<file path="config.mk">
export PLATFORM = sky130hd
export DESIGN_NAME = anr_top
export DESIGN_NICKNAME = d
export VERILOG_FILES = /design/src/anr_pkg.sv /design/src/anr_top.sv /design/src/anr_sync.sv
export VERILOG_INCLUDE_DIRS = /design/src /design/src/src
export SDC_FILE = /design/constraint.sdc
export NUM_CORES = 1
export LEC_CHECK = 0
export ABC_CLOCK_PERIOD_IN_PS = 2200
export BUFFER_PORTS_ARGS = -buffer_cell sky130_fd_sc_hd__buf_2
export CORE_MARGIN = 2
export CORE_UTILIZATION = 40
export DETAILED_ROUTE_END_ITERATION = 6
export GPL_TIMING_DRIVEN = 0
export HOLD_SLACK_MARGIN = 0.08
export MAX_ROUTING_LAYER = met4
export PLACE_DENSITY = 0.69
export SYNTH_ARGS = -nofsm -noshare
export SYNTH_HDL_FRONTEND = slang
export SYNTH_SLANG_ARGS = --single-unit
export TNS_END_PERCENT = 20
</file>
<file path="constraint.sdc">
create_clock -name i_clock -period 2.2 [get_ports i_clock]
set_clock_uncertainty 0.15 [all_clocks]
set_input_delay 0.44 -clock i_clock [delete_from_list [all_inputs] [get_ports i_clock]]
set_output_delay 0.44 -clock i_clock [all_outputs]
set_load 0.005 [all_outputs]
</file>
<file path="src/anr_defs.svh">
// Constants for the negotiation arbitration block.
`ifndef ANR_DEFS_SVH
`define ANR_DEFS_SVH

// Bits in one received or transmitted code word.
`define ANR_WORD_BITS   5'h10
// Position of the lowest technology ability bit in a base word.
`define ANR_TECH_LSB    5
// Number of technology ability bits taken into resolution.
`define ANR_TECH_BITS   5
// Identical words needed before a word is accepted.
`define ANR_MATCH_COUNT 2'h3
// Message code of a null message page.
`define ANR_NULL_CODE   11'h001
// Width of the pin synchroniser, one bit per synchronised pin.
`define ANR_SYNC_STAGES 3

`endif

</file>
<file path="src/anr_pkg.sv">
// Types shared by the negotiation arbitration block.
package anr_pkg;

  // Resolved technology, lowest priority first after none.
  typedef enum logic [2:0] {
    TECH_NONE,
    TECH_10,
    TECH_10FD,
    TECH_TX,
    TECH_T4,
    TECH_TXFD
  } anr_tech_t;

  // Arbitration states.
  typedef enum logic [2:0] {
    ST_DETECT,
    ST_NEXT_PAGE,
    ST_LINK,
    ST_REFUSE,
    ST_HALT
  } anr_state_t;

  // One code word as carried on the wire, bit 15 first in the struct.
  typedef struct packed {
    logic        more;
    logic        ack;
    logic        msg;
    logic        ack2;
    logic        toggle;
    logic [10:0] code;
  } anr_page_t;

endpackage : anr_pkg

</file>
<file path="src/anr_top.sv">
// Negotiation arbitration: parallel detect, priority resolution and next page exchange.
// Function
// - A fixed 100Base-TX partner seen by parallel detect brings up that attachment if supported, else link is refused.
// - A fixed 100Base-T4 partner seen before any pulse burst brings up that attachment if supported, else link stays down.
// - After the base exchange the highest priority common technology of the first five ability bits is chosen, or link is refused.
// - Full duplex is chosen whenever both ends offer the full duplex form of the resolved technology.
// - A link failure from the resolved technology while link is up restarts negotiation.
// - When both ends offer next pages and share a technology, each sends at least one next page after the base acknowledge phase.
// - Next pages go out through the same burst generator and timing as the base page.
// - Next pages pass the same consistency check as base pages before they are acknowledged.
// - A received next page inconsistent with the matched one stops next page transmission at once.
// - After its last real page the block sends null message pages, code one, until the partner is done.
// - With no data the block sends nulls with the more flag set and, after a partner page with its more flag clear, one final null with it clear.
// - User pages carry the more flag given with them, and every null after the last user page carries it clear.
// - The toggle flag alternates between pages and a page with the wrong toggle is waited past.
`include "anr_defs.svh"

module anr_top (
  input  wire logic             i_clock,         // System clock, 125 MHz.
  input  wire logic             i_rstn,          // Asynchronous reset, active low.
  input  wire logic             i_rx_clk,        // Recovered clock pulse of received bursts.
  input  wire logic             i_rx_data,       // Recovered data bit of received bursts.
  input  wire logic             i_rx_frame,      // High for the length of a received burst.
  input  wire logic             i_pd_tx,         // Idle of a fixed 100Base-TX partner detected.
  input  wire logic             i_pd_t4,         // Signalling of a fixed 100Base-T4 partner detected.
  input  wire logic [4:0]       i_local_ability, // Local technology ability bits.
  input  wire logic             i_local_np,      // Local next page ability.
  input  wire logic             i_base_toggle,   // Toggle bit of the local base word.
  input  wire logic             i_ack_complete,  // Base complete acknowledge finished, pulse.
  input  wire logic             i_link_fail,     // Resolved technology reports link failure.
  input  wire logic             i_renegotiate,   // Leave a refused or halted state, pulse.
  input  wire logic             i_np_avail,      // A user next page is waiting.
  input  wire logic             i_np_more,       // More user pages follow the waiting one.
  input  wire logic             i_np_mp,         // Waiting page is a message page.
  input  wire logic [10:0]      i_np_code,       // Code field of the waiting page.
  output logic                  o_np_take,       // Waiting user page consumed, pulse.
  output anr_pkg::anr_page_t    o_tx_page,       // Next page for the burst generator.
  output logic                  o_tx_valid,      // Send o_tx_page as next page bursts.
  output anr_pkg::anr_tech_t    o_hcd,           // Resolved highest common technology.
  output logic                  o_full_duplex,   // Resolved operation is full duplex.
  output logic                  o_link_up,       // Link is up on o_hcd.
  output logic                  o_pma_tx_en,     // Enable the 100Base-TX medium attachment.
  output logic                  o_pma_t4_en,     // Enable the 100Base-T4 medium attachment.
  output logic                  o_refused,       // Link refused.
  output logic                  o_restart        // Restart negotiation, pulse.
);

  anr_pkg::anr_state_t st;
  anr_pkg::anr_state_t next_st;
  anr_pkg::anr_page_t  word;
  anr_pkg::anr_page_t  cand;
  anr_pkg::anr_page_t  partner_base;
  anr_pkg::anr_page_t  next_page;
  anr_pkg::anr_tech_t  best;
  logic [2:0]          rx_s;
  logic                clk_q;
  logic                frame_q;
  logic [15:0]         shift;
  logic [4:0]          bits;
  logic                word_valid;
  logic [1:0]          cnt;
  logic                taken;
  logic                flp_seen;
  logic                exp_tog;
  logic                our_last;

  // Pins of the wire side pass the three stage synchroniser.
  anr_sync #(.W(`ANR_SYNC_STAGES)) u_sync (
    .i_clock (i_clock),
    .i_rstn  (i_rstn),
    .i_async ({i_rx_frame, i_rx_data, i_rx_clk}),
    .o_sync  (rx_s)
  );

  wire clk_rise   = rx_s[0] & ~clk_q;
  wire frame_fall = ~rx_s[2] & frame_q;

  // Deserialiser: D0 arrives first, a word is complete when the burst ends.
  always_ff @(posedge i_clock or negedge i_rstn) begin
    if (!i_rstn) begin
      clk_q      <= 1'b0;
      frame_q    <= 1'b0;
      shift      <= 16'h0000;
      bits       <= 5'h00;
      word_valid <= 1'b0;
      word       <= '0;
    end else begin
      clk_q      <= rx_s[0];
      frame_q    <= rx_s[2];
      word_valid <= frame_fall && bits == `ANR_WORD_BITS;
      if (frame_fall) begin
        word <= shift;
        bits <= 5'h00;
      end else if (clk_rise && rx_s[2] && bits != `ANR_WORD_BITS) begin
        shift <= {rx_s[1], shift[15:1]};
        bits  <= bits + 5'h01;
      end
    end
  end

  // Consistency check on every received word, base or next page.
  wire same      = word == cand;
  wire accept    = word_valid && same && word.ack && cnt >= 2'h2 && !taken;
  wire [14:0] strip_w = {word.more, word[13:0]};
  wire [14:0] strip_c = {cand.more, cand[13:0]};
  wire incons    = st == anr_pkg::ST_NEXT_PAGE && word_valid && cnt == `ANR_MATCH_COUNT
                   && word.ack && word.toggle == cand.toggle && strip_w != strip_c;

  always_ff @(posedge i_clock or negedge i_rstn) begin
    if (!i_rstn) begin
      cand  <= '0;
      cnt   <= 2'h0;
      taken <= 1'b0;
    end else if (word_valid) begin
      cand  <= word;
      cnt   <= !same ? 2'h1 : (cnt == `ANR_MATCH_COUNT ? cnt : cnt + 2'h1);
      taken <= same ? (taken | accept) : 1'b0;
    end
  end

  // Priority resolution over the first five ability bits, 100Base-TX full duplex first.
  wire [4:0] common = i_local_ability & partner_base[`ANR_TECH_LSB +: `ANR_TECH_BITS];
  assign best = common[3] ? anr_pkg::TECH_TXFD :
                common[4] ? anr_pkg::TECH_T4 :
                common[2] ? anr_pkg::TECH_TX :
                common[1] ? anr_pkg::TECH_10FD :
                common[0] ? anr_pkg::TECH_10 : anr_pkg::TECH_NONE;
  wire tx_ok = i_local_ability[2] | i_local_ability[3];
  wire t4_ok = i_local_ability[4];

  // Page to send next; partner_done is the partner's state after this accept.
  wire partner_done = accept && !word.more;
  wire use_user     = i_np_avail && !our_last;
  always_comb begin
    next_page        = '0;
    next_page.ack    = 1'b0;
    next_page.msg    = use_user ? i_np_mp : 1'b1;
    next_page.code   = use_user ? i_np_code : `ANR_NULL_CODE;
    next_page.more   = our_last ? 1'b0 : (use_user ? i_np_more : ~partner_done);
    next_page.toggle = st == anr_pkg::ST_NEXT_PAGE ? ~o_tx_page.toggle : ~i_base_toggle;
  end

  wire both_np   = i_local_np && partner_base.more;
  wire good_tog  = accept && word.toggle == exp_tog;
  wire both_done = good_tog && !o_tx_page.more && !word.more;

  // State decision.
  always_comb begin
    next_st = st;
    case (st)
      anr_pkg::ST_DETECT: begin
        if (!flp_seen && i_pd_tx) begin
          next_st = tx_ok ? anr_pkg::ST_LINK : anr_pkg::ST_REFUSE;
        end else if (!flp_seen && i_pd_t4) begin
          next_st = t4_ok ? anr_pkg::ST_LINK : anr_pkg::ST_REFUSE;
        end else if (i_ack_complete) begin
          next_st = best == anr_pkg::TECH_NONE ? anr_pkg::ST_REFUSE :
                    both_np ? anr_pkg::ST_NEXT_PAGE : anr_pkg::ST_LINK;
        end
      end
      anr_pkg::ST_NEXT_PAGE: begin
        if (incons) begin
          next_st = anr_pkg::ST_HALT;
        end else if (both_done) begin
          next_st = anr_pkg::ST_LINK;
        end
      end
      anr_pkg::ST_LINK: begin
        if (i_link_fail) begin
          next_st = anr_pkg::ST_DETECT;
        end
      end
      anr_pkg::ST_REFUSE,
      anr_pkg::ST_HALT: begin
        if (i_renegotiate) begin
          next_st = anr_pkg::ST_DETECT;
        end
      end
      default: next_st = anr_pkg::ST_DETECT;
    endcase
  end

  wire enter_np = st == anr_pkg::ST_DETECT && next_st == anr_pkg::ST_NEXT_PAGE;
  wire advance  = st == anr_pkg::ST_NEXT_PAGE && good_tog && next_st == anr_pkg::ST_NEXT_PAGE;
  wire restart  = next_st == anr_pkg::ST_DETECT && st != anr_pkg::ST_DETECT;

  // State, resolution and handshake registers.
  always_ff @(posedge i_clock or negedge i_rstn) begin
    if (!i_rstn) begin
      st        <= anr_pkg::ST_DETECT;
      o_hcd     <= anr_pkg::TECH_NONE;
      o_restart <= 1'b0;
      flp_seen  <= 1'b0;
      partner_base <= '0;
    end else begin
      st        <= next_st;
      o_restart <= restart;
      if (restart) begin
        o_hcd    <= anr_pkg::TECH_NONE;
        flp_seen <= 1'b0;
      end else if (st == anr_pkg::ST_DETECT) begin
        flp_seen <= flp_seen | word_valid;
        if (accept) begin
          partner_base <= word;
        end
        if (!flp_seen && i_pd_tx) begin
          o_hcd <= tx_ok ? anr_pkg::TECH_TX : anr_pkg::TECH_NONE;
        end else if (!flp_seen && i_pd_t4) begin
          o_hcd <= t4_ok ? anr_pkg::TECH_T4 : anr_pkg::TECH_NONE;
        end else if (i_ack_complete) begin
          o_hcd <= best;
        end
      end
    end
  end

  // Next page transmit side; pages go to the base page burst generator.
  always_ff @(posedge i_clock or negedge i_rstn) begin
    if (!i_rstn) begin
      o_tx_page  <= '0;
      o_tx_valid <= 1'b0;
      o_np_take  <= 1'b0;
      exp_tog    <= 1'b0;
      our_last   <= 1'b0;
    end else begin
      o_np_take <= (enter_np || advance) && use_user;
      if (enter_np || advance) begin
        o_tx_page  <= next_page;
        o_tx_valid <= 1'b1;
        our_last   <= ~next_page.more;
        exp_tog    <= enter_np ? ~partner_base.toggle : ~exp_tog;
      end else if (next_st != anr_pkg::ST_NEXT_PAGE) begin
        o_tx_valid <= 1'b0;
        our_last   <= 1'b0;
      end
    end
  end

  // Status decode from registered state.
  assign o_link_up     = st == anr_pkg::ST_LINK;
  assign o_refused     = st == anr_pkg::ST_REFUSE;
  assign o_full_duplex = o_hcd == anr_pkg::TECH_TXFD || o_hcd == anr_pkg::TECH_10FD;
  assign o_pma_tx_en   = o_link_up && (o_hcd == anr_pkg::TECH_TX || o_hcd == anr_pkg::TECH_TXFD);
  assign o_pma_t4_en   = o_link_up && o_hcd == anr_pkg::TECH_T4;

  // Checks on the arbitration behaviour.
  a_pd_tx_link: assert property (@(posedge i_clock) disable iff (!i_rstn)
    st == anr_pkg::ST_DETECT && !flp_seen && i_pd_tx |=> (tx_ok ? o_pma_tx_en : o_refused))
    else $error("TX parallel detect not resolved");
  a_pd_t4_link: assert property (@(posedge i_clock) disable iff (!i_rstn)
    st == anr_pkg::ST_DETECT && !flp_seen && !i_pd_tx && i_pd_t4 |=> (t4_ok ? o_pma_t4_en : o_refused))
    else $error("T4 parallel detect not resolved");
  a_no_common_refuse: assert property (@(posedge i_clock) disable iff (!i_rstn)
    st == anr_pkg::ST_DETECT && (flp_seen || !(i_pd_tx || i_pd_t4)) && i_ack_complete && common == 5'h00
    |=> o_refused && o_hcd == anr_pkg::TECH_NONE)
    else $error("Link not refused without common technology");
  a_full_duplex_pick: assert property (@(posedge i_clock) disable iff (!i_rstn)
    st == anr_pkg::ST_DETECT && flp_seen && i_ack_complete && common[3] |=> o_full_duplex)
    else $error("Full duplex not selected");
  a_fail_restart: assert property (@(posedge i_clock) disable iff (!i_rstn)
    o_link_up && i_link_fail |=> o_restart && !o_link_up ##1 !o_restart)
    else $error("Link failure did not restart negotiation");
  a_first_np_sent: assert property (@(posedge i_clock) disable iff (!i_rstn)
    enter_np |=> o_tx_valid && o_tx_page.toggle == !i_base_toggle)
    else $error("First next page not sent");
  a_incons_stop: assert property (@(posedge i_clock) disable iff (!i_rstn)
    incons |=> !o_tx_valid && st == anr_pkg::ST_HALT)
    else $error("Transmission not stopped on inconsistent page");
  a_toggle_alt: assert property (@(posedge i_clock) disable iff (!i_rstn)
    advance |=> o_tx_page.toggle != $past(o_tx_page.toggle))
    else $error("Toggle did not alternate");
  a_last_null_flag: assert property (@(posedge i_clock) disable iff (!i_rstn)
    advance && !use_user && partner_done |=> !o_tx_page.more && o_tx_page.code == `ANR_NULL_CODE)
    else $error("Final null page keeps more flag");
  a_both_done_link: assert property (@(posedge i_clock) disable iff (!i_rstn)
    st == anr_pkg::ST_NEXT_PAGE && both_done && !incons |=> o_link_up && !o_tx_valid)
    else $error("Exchange did not end in link");

endmodule : anr_top

</file>
<file path="src/anr_sync.sv">
// Three stage pin synchroniser that changes once the last two stages agree.
module anr_sync #(
  parameter int W = 3
) (
  input  wire logic         i_clock,  // System clock.
  input  wire logic         i_rstn,   // Asynchronous reset, active low.
  input  wire logic [W-1:0] i_async,  // Inputs from outside the clock domain.
  output logic      [W-1:0] o_sync    // Filtered synchronous copy.
);

  logic [W-1:0] stage1;
  logic [W-1:0] stage2;
  logic [W-1:0] stage3;
  wire  [W-1:0] agree = ~(stage2 ^ stage3);

  // The first stage feeds only the second; the output follows only agreed bits.
  always_ff @(posedge i_clock or negedge i_rstn) begin
    if (!i_rstn) begin
      stage1 <= '0;
      stage2 <= '0;
      stage3 <= '0;
      o_sync <= '0;
    end else begin
      stage1 <= i_async;
      stage2 <= stage1;
      stage3 <= stage2;
      o_sync <= (agree & stage3) | (~agree & o_sync);
    end
  end

endmodule : anr_sync

</file>
* Word level (Yosys, flattened, before mapping)
Cells that the tools add are included.
Operators by class: magnitude comparators 1, eq/ne operators 18, bitwise logic cells 22, add/sub/neg operators 2, reduce and logical (&&, ||, !) cells 48, mux-type cells 40
Operators with widths (number):
- $mux W3 | 15
- $logic_and A1 B1 Y1 | 27
- $eq A16 B16 Y1 | 1
- $ne A15 B15 Y1 | 1
- $mux W1 | 14
- $mux W2 | 7
- $eq A3 B2 Y1 const B | 4
- $pmux W3 S4 | 1
- $mux W11 | 1
- $mux W5 | 2
- $not A1 Y1 | 10
- $eq A3 B3 Y1 const B | 3
- $logic_not A3 Y1 | 3
- $and A3 B3 Y3 | 2
- $eq A3 B1 Y1 const B | 2
- $not A3 Y3 | 2
- $reduce_and A2 Y1 | 3
- $reduce_bool A2 Y1 | 3
- $add A5 B1 Y5 const B | 1
- $and A5 B5 Y5 | 1
- $eq A5 B5 Y1 const B | 1
- $logic_not A1 Y1 | 5
- $ne A5 B5 Y1 const B | 1
- $reduce_bool A4 Y1 | 1
- other kinds (14) | 20
Storage, ports and cells: bits in registers 109, output and inout port bits 27

* Longest topological paths before layout
Gate-level depths: netlist of the first run.
depth in word-level cells 16, gate-level depth with buffers 10

* By module
From an unflattened synthesis of the first run, not the netlist that was laid out.
Unflattened totals: cells, all modules 371, area total of the unflattened synthesis 4521.8 µm²
Modules (own cells, without submodules):
- anr_top | cells an instance 356, sequential area each 2302.2 µm², instances 1, area each 4187.8 µm²
- anr_sync | cells an instance 15, sequential area each 300.3 µm², instances 1, area each 334.1 µm²

* Worst setup path before layout of the first run
OpenSTA, ideal clock, no wires.
path kind register -> register, from reg strip_w[14] (netlist name), to reg o_tx_page[0] in the netlist's numbering, cell stages (with the launch flop) 8, setup slack -42 ps, path buffers 0, data arrival time 1964 ps, period minus slack after synthesis 2242 ps, path through dfrtp_1 > xor2_1 > nor4_2 > nand4_2 > nor2_4 > a31oi_2 > nor3_4 > mux2_1
Between the ends: word-level cells in the longest chain between the ends 14
Ends and longest elaborated chain:
- $eq A16 B16 Y1 | RTL line anr_top.sv:102 | wire same = word == cand;
- $logic_and A1 B1 Y1 (4 in series) | RTL line anr_top.sv:103 | wire accept = word_valid && same && word.ack && cnt >= 2'h2 && !taken;
- $logic_and A1 B1 Y1 | RTL line anr_top.sv:144 | wire good_tog = accept && word.toggle == exp_tog;
- $logic_and A1 B1 Y1 (2 in series) | RTL line anr_top.sv:145 | wire both_done = good_tog && !o_tx_page.more && !word.more;
- $mux W3 | RTL line anr_top.sv:164 | end else if (both_done) begin
- $mux W3 | RTL line anr_top.sv:162 | if (incons) begin
- $pmux W3 S4 | RTL line anr_top.sv:150 | case (st)
- $eq A3 B1 Y1 | RTL line anr_top.sv:183, anr_top.sv:184
- $logic_and A1 B1 Y1, on equally long branches | RTL line anr_top.sv:183, anr_top.sv:184
- $logic_or A1 B1 Y1 * | RTL line anr_top.sv:227 | if (enter_np || advance) begin
- end signal: assignment | RTL line anr_top.sv:228 | o_tx_page <= next_page;
- end: declaration | RTL line anr_top.sv:37 | output anr_pkg::anr_page_t o_tx_page,
Mark *: on every way between the ends. The rest lies on a longest branch, timed or not. A chain may end at the register's enable or synchronous reset.

* Final worst setup path of the first run
from reg cnt[0], to reg o_tx_page[15] in the netlist's numbering
Between the ends: word-level cells in the longest chain between the ends 12
Ends and longest elaborated chain:
- start: declaration | RTL line anr_top.sv:61 | logic [1:0] cnt;
- start signal: assignment | RTL line anr_top.sv:116 | cnt <= !same ? 2'h1 : (cnt == `ANR_MATCH_COUNT ? cnt : cnt + 2'h1);
- $ge A2 B2 Y1 | RTL line anr_top.sv:103
- $logic_and A1 B1 Y1 (2 in series) | RTL line anr_top.sv:103
- $logic_and A1 B1 Y1 | RTL line anr_top.sv:144
- $logic_and A1 B1 Y1 (2 in series) | RTL line anr_top.sv:145
- $mux W3 | RTL line anr_top.sv:164
- $mux W3 | RTL line anr_top.sv:162
- $pmux W3 S4 | RTL line anr_top.sv:150
- $eq A3 B1 Y1 | RTL line anr_top.sv:183, anr_top.sv:184
- $logic_and A1 B1 Y1, on equally long branches | RTL line anr_top.sv:183, anr_top.sv:184
- $logic_or A1 B1 Y1 | RTL line anr_top.sv:227
Parallel ways exist; a longest one is shown, timed or not.

==> results.py, run 1 <==
metrics = {
    "pwr": {
        "finalPower_mw": 5.72,
        "ir_drop_mv": 0.558,
        "power-per-cell-area_nw_per_um2": 1030,
        "p_leak_nw": 2.70,
    },
    "routing": {
        "dr.pass1.iters": 4,
        "post_drt_wl_per_cell_um": 13.9,
        "vias_per_cell": 5.04,
        "drc": 0,
        "wirelength_um": 8330,
        "vias": 3030,
        "drtIter0Drc": 180,
        "detail-route-antenna-nets": 0,
    },
    "floorplan": {
        "die_x_um": 111,
        "rows": 39,
        "ios": 58,
        "coreArea_um2": 11300,
        "start_util": 0.406,
        "fp.dieH_um": 111,
        "dieArea_um2": 12300,
    },
    "placement": {
        "pre_cts_ws_ns": -0.424,
        "gp_congestion": 0.811,
        "dp_hpwl_um": 5710,
        "numPortBuffers": 55,
    },
    "clock_tree": {
        "cts_max_level": 3,
        "numCtsBuffers": 9,
        "clk_pin_slew_ns": 0.07,
        "cts_root_buf": "clkbuf_16",
        "clock_latency_ns": 0.34,
        "tritoncts": "done",
        "cts.sink_count": 104,
        "cts.path.max_buffers": 2,
    },
    "logic_synthesis": {
        "synthTopCellsByArea": "dfrtp_1, mux2_2, xor2_1, mux2i_1, nor2_1",
        "ys_warn_count": 0,
        "ys.flop_type": "dfrtp_1",
        "synth_edf_count": 0,
        "synth_cell_types": 54,
        "yosysSeqAreaShare": 0.567,
        "yosysTopAreaCell": "dfrtp_1",
        "synth_area_per_cell_um2": 12.4,
        "synth-async-reset-ratio": 1.00,
        "syn_area_um2": 4590,
        "yosys.area.top_type_share": 0.567,
        "syn_inst": 371,
        "synth_seq_cells": 104,
    },
    "setup_path": {
        "critPathArrivalTime_ns": 2.57,
        "end_kind": "flip-flop",
        "critPathLaunchType": "flip-flop",
        "cp_max_fo": 6,
        "cp.required_ns": 2.28,
        "timing.setup.critical_path_class": "flip-flop to flip-flop",
    },
    "global_route": {
        "track_usage": 0.149,
        "grt_max_degree": 73,
        "grt_overflow": 0,
        "grt_pass1_wl_um": 14800,
        "antenna_found_initial": 0,
        "grt_pass1_vias": 3145,
    },
    "status": {
        "violations": "setup timing",
        "outcome": "finished, violations left",
    },
    "finish": {
        "areaGrowthSynthToFinish_pct": 21.5,
        "antenna_cells": 0,
        "fin_nets": 488,
        "drive_gt1_frac": 0.373,
    },
    "timing": {
        "slew_headroom": 0.591,
        "finalCriticalPeriod_ns": 2.50,
        "fmax_ghz": 0.401,
        "setup_violations": 30,
        "finalHoldViolCount": 0,
        "report.final.slew_viol_count": 0,
        "setup_tns_ns": -6.68,
        "rsz0062_at_grt": "yes",
        "worst_slack_ns": -0.297,
        "period_share": 1.13,
        "worstMarginPinSlew_ns": 0.610,
    },
    "flow_run": {
        "maxCapViolations": 0,
    },
    "hold_path": {
        "hp-class": "input port to flip-flop",
    },
}
-- cells in the final DEF (no fill, tap or decap), types with 3 or more instances in the layout --
cell type        n
o22ai_1          3
clkinvlp_4       3
xor2_1          20
nor4_2           3
clkbuf_16        9
nor2_1          23
clkbuf_1         6
a21oi_1         11
buf_2           56
nand4_1          3
buf_4           11
mux2i_1         13
dfrtp_1        102
ha_1             4
dlygate4sd3_1    4
mux2_2          54
nor3_2           3
nor3_1           4
nor2b_1          5
inv_6            3
maj3_1           3
o21ai_0          8
nand2b_1         4
inv_1           17
nand2_1         24
-- worst max-delay path, cell delays in order (launching register included) --
cell and delay, ns:
dfrtp_1 0.41, inv_1 0.07, ha_1 0.14, nor2_1 0.06, nor3_2 0.34, nand2_1 0.20, o31a_1 0.41, nand3_4 0.12
nor3_4 0.05, buf_12 0.14, mux2_1 0.30
-- registers in the layout, summed over array words and instances (netlist names), 3 cells and up, named ones only --
register       count
cand              16
shift             16
strip_w           15
o_tx_page         14
partner_base       7
bits               5
o_hcd              3
st                 3
u_sync.stage1      3
u_sync.stage2      3
u_sync.stage3      3
-- power by group --
| group | internal (mW) | switching (mW) |
|---|---|---|
| combinational | 0.831 | 0.812 |
| sequential | 2.29 | 0.299 |
| clock | 0.777 | 0.713 |
-- synthesized netlist by cell type (3+ instances only) --
cell type and n:
dfrtp_1 104, mux2_2 54, nor2_1 25, nand2_1 24, xor2_1 21, inv_1 17, mux2i_1 13, a21oi_1 11
clkbuf_1 9, o21ai_0 9, nor3_1 6, nor2b_1 5, ha_1 4, nand2b_1 4, maj3_1 3, mux2_1 3
nand4_1 3, nor4_2 3, o22ai_1 3
-- repair_timing --
action	4_1_cts	5_1_grt
cloned	1	0
setup buffers	8	1
hold endpoints to repair	35	0
endpoints found under the setup margin	43	31
gates resized for setup	16	6
pin swaps	8	3
hold buffers	4	0
-- final timing paths --
kind,slack (ns),depth (start not counted),startpoint,end
max,-0.30,10,cnt[0]$_DFFE_PN0P_,o_tx_page[15]$_DFFE_PN0P_
min,0.18,3,i_np_code[4],o_tx_page[4]$_DFFE_PN0P_
max reg2reg,-0.30,10,cnt[0]$_DFFE_PN0P_,o_tx_page[15]$_DFFE_PN0P_
min reg2reg,0.20,0,u_sync.stage1[0]$_DFF_PN0_,u_sync.stage2[0]$_DFF_PN0_
max in group asynchronous,0.78,3,i_rstn,strip_w[11]$_DFFE_PN0P_
min in group asynchronous,0.43,2,i_rstn,u_sync.stage1[2]$_DFF_PN0_
-- metal layers --
| layer | GRT usage | part of all wire | vias to the layer above |
|---|---|---|---|
| met5 | - | 0 | - |
| met4 | 0.0436 | 0.0086 | 0 |
| met3 | 0.0372 | 0.034 | 6 |
| met2 | 0.242 | 0.50 | 53 |
| met1 | 0.186 | 0.46 | 1520 |
| li1 | - | - | 1451 |
-- cell type report --
class / instances / area, µm²
fillers: 1000 / 5750
multi-input cells: 236 / 1930
well taps: 143 / 179
plain buffers: 14 / 76.3
inverters: 18 / 67.6
flip-flops and latches: 104 / 2610
repair buffers: 70 / 437
clock buffers: 9 / 225
clock inverters: 7 / 53.8
-- cell families (layout without fill, tap and decap cells) --
kind of cell | count (synthesis) | after routing | synth area share
compound gates | 43 | 43 | 0.0638
xor+xnor | 22 | 22 | 0.0420
fa+ha+maj | 7 | 7 | 0.0174
buf+inv | 32 | 118 | 0.0300
flops | 104 | 104 | 0.567
mux | 70 | 70 | 0.168
other cells | 1 | 2 | 0.000817
simple gates | 92 | 92 | 0.111
-- metrics by stage --
| step | util | cell area [µm²] | hold WS, ns | std cells |
|---|---|---|---|---|
| after floorplan | - | 4610 | -0.00559 | 372 |
| after global placement | 0.447 | 5060 | 0.183 | 570 |
| after detailed placement | 0.450 | 5090 | 0.185 | 571 |
| after CTS | 0.490 | 5550 | 0.170 | 600 |
| after global routing | 0.492 | 5580 | 0.180 | 601 |
| final | 0.492 | 5580 | 0.183 | 601 |
No activity file was read; power rests on OpenSTA's default activity.
==> run 2: changes to the inputs <==
- PLACE_DENSITY: 0.69 -> not set
==> run 2 against run 1 <==
Net effect:
- the run still ends with setup timing left
- combinational power grew 2%
- count of clock-buffer cells in the layout is the same
- largest power group unchanged
- largest cell class unchanged
- sequential share of layout area shrank 1.5 points
- critical path type unchanged
- register-to-register slack gained 0.06 ns
- power grew 12%
- cell area grew 3.3%
==> results.py, run 2 (synthesis results as in run 1) <==
metrics = {
    "placement": {
        "place_inst": 571,
        "pre_cts_ws_ns": -0.426,
        "place_area_um2": 5090,
        "dp_hpwl_um": 5660,
        "numPortBuffers": 55,
        "gp_congestion": 0.775,
    },
    "setup_path": {
        "critPathArrivalTime_ns": 2.52,
        "cp_slowest_cell": "dfrtp_2",
        "path_cells": "xor2_1 -> nor4_2 -> nand4_2 -> buf_6 -> o31a_1 -> nand3_4 -> nor3_4 -> buf_6 -> mux2_4",
        "critPathLaunchType": "flip-flop",
        "critPathTopFamily": "simple AND/OR/NAND/NOR gates",
        "cp_max_fo": 6,
        "cp.required_ns": 2.28,
        "crit-reg2reg-launch": "strip_w[14]$_DFFE_PN0P_",
        "ff2ff_path_depth": 9,
        "end_kind": "flip-flop",
        "critical_path.most_common_cell": "buf_6",
        "critical_path.max_stage_delay_ns": 0.44,
        "cp_num_buf_inv": 2,
        "critPathLaunch": "strip_w[14]$_DFFE_PN0P_",
        "critical_path_depth": 9,
        "timing.setup.critical_path_class": "flip-flop to flip-flop",
    },
    "timing": {
        "finalCriticalPeriod_ns": 2.44,
        "fmax_ghz": 0.410,
        "rsz0062_at_grt": "yes",
        "setup_violations": 33,
        "worst_slack_ns": -0.240,
        "slew_headroom": 0.592,
        "period_share": 1.11,
        "report.final.slew_viol_count": 0,
        "worstMarginPinSlew_ns": 0.613,
        "setup_tns_ns": -4.76,
        "finalHoldViolCount": 0,
    },
    "routing": {
        "dr.pass1.iters": 4,
        "drc": 0,
        "vias": 3035,
        "post_drt_wl_per_cell_um": 13.9,
        "detail-route-antenna-nets": 0,
        "wirelength_um": 8410,
        "drtIter0Drc": 129,
        "vias_per_cell": 5.02,
    },
    "floorplan": {
        "die_x_um": 111,
        "fp.dieH_um": 111,
        "start_util": 0.406,
        "ios": 58,
        "dieArea_um2": 12300,
        "coreArea_um2": 11300,
        "rows": 39,
    },
    "finish": {
        "final_cell_mix": "dfrtp_1, buf_2, mux2_2",
        "final_common_cell": "dfrtp_1",
        "drive_gt1_frac": 0.380,
        "antenna_cells": 0,
        "fin_nets": 492,
        "finalInstanceArea_um2": 5760,
        "areaGrowthSynthToFinish_pct": 25.5,
        "nFillCells": 993,
        "fin_cells": 604,
    },
    "clock_tree": {
        "cts_root_buf": "clkbuf_16",
        "cts.sink_count": 104,
        "cts_max_level": 3,
        "cts.path.max_buffers": 2,
        "tritoncts": "done",
        "numCtsBuffers": 9,
        "clock_latency_ns": 0.35,
        "clk_pin_slew_ns": 0.07,
    },
    "global_route": {
        "grt_pass1_vias": 3050,
        "grt_pass1_wl_um": 14500,
        "grt_overflow": 0,
        "antenna_found_initial": 0,
        "track_usage": 0.149,
        "grt_max_degree": 71,
    },
    "flow_run": {
        "maxCapViolations": 0,
    },
    "pwr": {
        "power-per-cell-area_nw_per_um2": 1110,
        "p_leak_nw": 2.79,
        "ir_drop_mv": 0.516,
    },
    "hold_path": {
        "hold_depth": 3,
        "hold_start": "i_np_code[6]",
        "hp-class": "input port to flip-flop",
    },
    "status": {
        "outcome": "finished, violations left",
        "violations": "setup timing",
    },
}
-- run 2: area by class of cell --
type	count	area, µm²	share of cell area
flip-flops and latches	104	2600	0.452
multi-input cells	236	1960	0.340
repair buffers	74	469	0.0815
clock buffers	9	225	0.0391
clock inverters	6	180	0.0313
well taps	143	179	0.0311
plain buffers	14	77.6	0.0135
inverters	18	67.6	0.0117
-- run 2: worst paths after layout --
check,end,slack (ns)
worst min register to register,u_sync.stage2[0]$_DFF_PN0_,0.20
max in group asynchronous,strip_w[14]$_DFFE_PN0P_,0.78
worst min-delay path,o_tx_page[6]$_DFFE_PN0P_,0.18
worst max register to register,o_tx_page[15]$_DFFE_PN0P_,-0.24
worst max-delay path,o_tx_page[15]$_DFFE_PN0P_,-0.24
min in group asynchronous,u_sync.stage2[2]$_DFF_PN0_,0.43
-- run 2: metrics by stage --
step / power, mW / util / hold slack, ns
global placement: 3.99 / 0.447 / 0.183
floorplan: 3.52 / - / -0.00559
global route: 6.77 / 0.509 / 0.187
CTS: 6.38 / 0.501 / 0.172
finish: 6.39 / 0.509 / 0.179
detailed placement: 4.04 / 0.450 / 0.188
-- run 2: report_power, final --
part	internal [mW]	switching (mW)
sequential	2.29	0.281
combinational	0.868	0.816
clock	1.45	0.689
-- run 2: repair_timing --
action,CTS,global route
cloned,1,0
gates resized for setup,19,14
endpoints found under the hold margin,37,0
setup endpoints to repair,51,53
hold buffers,4,0
pin swaps,12,6
setup buffers,9,4
-- run 2: layer usage --
layer,global-route usage,wire [µm],vias up
li1,-,-,1453
met1,0.184,3810,1516
met2,0.237,4100,51
met3,0.0339,344,15
met4,0.0617,155,0
met5,-,0,-
-- run 2: tightest hold or removal path: cells and delay by family --
kind / cells / cell delay [ns]
multiplexers: 1 / 0.06
AND/OR/NAND/NOR: 1 / 0.04
buffers and inverters: 1 / 0.09
==> run 3: changes to the inputs <==
- ABC_AREA: not set -> 1
- BUFFER_PORTS_ARGS: -buffer_cell sky130_fd_sc_hd__buf_2 -> not set
- DONT_BUFFER_PORTS: not set -> 1
==> run 3 against run 2 <==
Net effect:
- the flow finishes with violations (hold timing, setup timing)
- hold slack worse by 0.54 ns
- combinational power down 5%
- cell area down 3.7%
- non-clock buffer count down 43
- power down 12%
- area after synthesis up 2.3%
- critical path type unchanged
- largest power group unchanged
==> results.py, run 3 <==
metrics = {
    "routing": {
        "vias": 3630,
        "drtIter0Drc": 283,
        "detail-route-antenna-nets": 0,
        "drc": 0,
        "wirelength_um": 9460,
        "post_drt_wl_per_cell_um": 12.6,
        "dr.pass1.iters": 6,
        "vias_per_cell": 4.85,
    },
    "clock_tree": {
        "numCtsBuffers": 9,
        "tritoncts": "done",
        "cts.sink_count": 104,
        "clk_pin_slew_ns": 0.07,
        "cts_root_buf": "clkbuf_16",
        "cts_max_level": 3,
        "cts.path.max_buffers": 2,
        "holdBufCountCts": 13,
        "clock_latency_ns": 0.34,
    },
    "floorplan": {
        "fp.dieH_um": 112,
        "coreArea_um2": 11400,
        "dieArea_um2": 12600,
        "die_x_um": 112,
        "rows": 39,
        "ios": 58,
        "start_util": 0.411,
    },
    "global_route": {
        "grt_pass1_wl_um": 16200,
        "grt_overflow": 0,
        "grt.met2_usage": 0.266,
        "antenna_found_initial": 0,
        "met1_usage": 0.197,
        "grt_max_degree": 105,
        "met3_usage": 0.0481,
        "grt_pass1_vias": 3629,
        "busiest_layer": "met2",
        "track_usage": 0.162,
    },
    "timing": {
        "worst_slack_ns": -0.0361,
        "setup_violations": 12,
        "period_share": 1.02,
        "hold_ws_ns": -0.363,
        "fmax_ghz": 0.447,
        "finalCriticalPeriod_ns": 2.24,
        "report.final.slew_viol_count": 0,
        "finalHoldViolCount": 104,
        "rsz0062_at_grt": "yes",
    },
    "finish": {
        "drive_gt1_frac": 0.157,
        "antenna_cells": 0,
        "final_core_util": 0.486,
        "final_cell_mix": "nand2_1, dfrtp_1, inv_1",
        "multi_input_area_um2": 1760,
        "fin_nets": 635,
        "final_common_cell": "nand2_1",
        "areaGrowthSynthToFinish_pct": 18.1,
        "finalInstanceArea_um2": 5550,
        "register_area_um2": 2600,
        "nFillCells": 1098,
    },
    "pwr": {
        "power-per-cell-area_nw_per_um2": 1020,
        "ir_drop_mv": 0.565,
        "finalPower_mw": 5.66,
        "p_leak_nw": 2.66,
    },
    "status": {
        "violations": "hold timing, setup timing",
        "outcome": "finished, violations left",
    },
    "placement": {
        "numPortBuffers": 0,
        "gp_congestion": 0.833,
        "place_area_um2": 4880,
        "dp_hpwl_um": 6480,
    },
    "logic_synthesis": {
        "synth_common_cells": "nand2_1, dfrtp_1, inv_1, o21ai_0, nor2_1",
        "syn_inst": 559,
        "synth_seq_cells": 104,
        "synthTopCellsByArea": "dfrtp_1, nand2_1, o21ai_0, inv_1, nor2_1",
        "yosysSeqAreaShare": 0.554,
        "ys_warn_count": 0,
        "synth_cell_types": 36,
        "yosys.area.top_type_share": 0.554,
        "ys.flop_type": "dfrtp_1",
        "yosysTopAreaCell": "dfrtp_1",
        "syn_area_um2": 4700,
        "synth-async-reset-ratio": 1.00,
        "synth_area_per_cell_um2": 8.40,
        "synth_most_common_cell": "nand2_1",
        "synth_edf_count": 0,
    },
    "setup_path": {
        "end_kind": "flip-flop",
        "cp_max_fo": 5,
        "critPathLaunchType": "flip-flop",
        "cp.required_ns": 2.33,
        "timing.setup.critical_path_class": "flip-flop to flip-flop",
        "critPathArrivalTime_ns": 2.37,
    },
    "flow_run": {
        "maxCapViolations": 0,
    },
    "hold_path": {
        "hp-class": "input port to asynchronous set/reset pin",
    },
}
[run 3: cells by family (layout without fill, tap and decap cells)]
logic type	count (synthesis)	count (layout)	share of synthesized area
and+or+nand+nor	252	252	0.237
buffers and inverters	105	150	0.0914
DFF	104	104	0.554
AOI/OAI and AO/OA	89	89	0.0978
adders and majority gates	7	7	0.0171
other	1	2	0.000799
xor gates and xnor gates	1	1	0.00187
[run 3: worst paths after layout]
path | startpoint | end | slack (ns) | depth (start not counted)
worst max-delay path | strip_w[11]$_DFFE_PN0P_ | o_tx_page[4]$_DFFE_PN0P_ | -0.04 | 14
worst min-delay path | i_rstn | o_hcd[1]$_DFFE_PN0P_ | -0.36 | 0
worst max register to register | strip_w[11]$_DFFE_PN0P_ | o_tx_page[4]$_DFFE_PN0P_ | -0.04 | 14
worst min register to register | u_sync.stage1[0]$_DFF_PN0_ | u_sync.stage2[0]$_DFF_PN0_ | 0.20 | 0
max in group asynchronous | i_rstn | shift[7]$_DFFE_PN0P_ | 2.10 | 0
min in group i_clock | i_np_code[0] | o_tx_page[0]$_DFFE_PN0P_ | 0.13 | 2
[run 3: power by group]
group | total, mW | switching [mW] | internal (mW)
Sequential | 2.55 | 0.300 | 2.25
Clock | 1.51 | 0.726 | 0.784
Combinational | 1.59 | 0.929 | 0.663
[run 3: what timing repair did]
action | in CTS | in global routing
gates resized for setup | 10 | 28
setup buffers | 6 | 9
gates cloned | 0 | 1
pin swaps | 5 | 12
endpoints found under the hold margin | 117 | 104
endpoints found under the setup margin | 23 | 39
[run 3: worst max-delay path, cell delays in order, from the launching register on]
cell       delay [ns]
dfrtp_2          0.45
nand2_1          0.08
nand2_1          0.09
nor2_1           0.09
nand2_1          0.10
nor2_2           0.12
nand2_2          0.10
nor3_4           0.18
nand3_2          0.12
nand2_4          0.09
nand3_4          0.12
nor2_4           0.21
clkbuf_16        0.18
nand2_2          0.05
nand2_2          0.05
[run 3: metrics by stage]
stage,setup TNS [ns],cells,setup WS (ns)
2_1_floorplan,0,560,0.197
3_5_place_dp,-1.92,703,-0.141
4_1_cts,-0.0368,738,-0.0180
5_1_grt,-4.28,748,-0.231
6_report,-0.239,748,-0.0361
3_3_place_gp,-1.36,703,-0.106
[run 3: area by class of cell]
type                       instances  share of cell area
sequential                       104               0.469
multi-input combinational        351               0.317
inverter                          89              0.0602
timing repair buffer              29              0.0512
clock buffer                      10              0.0413
tap                              143              0.0323
buffer                            16              0.0189
clock inverter                     6             0.00947
[run 3: layer usage]
layer | part of all wire | routed length, µm
met3 | 0.053 | 503
met4 | 0.011 | 108
met1 | 0.43 | 4100
met5 | 0 | 0
met2 | 0.50 | 4750
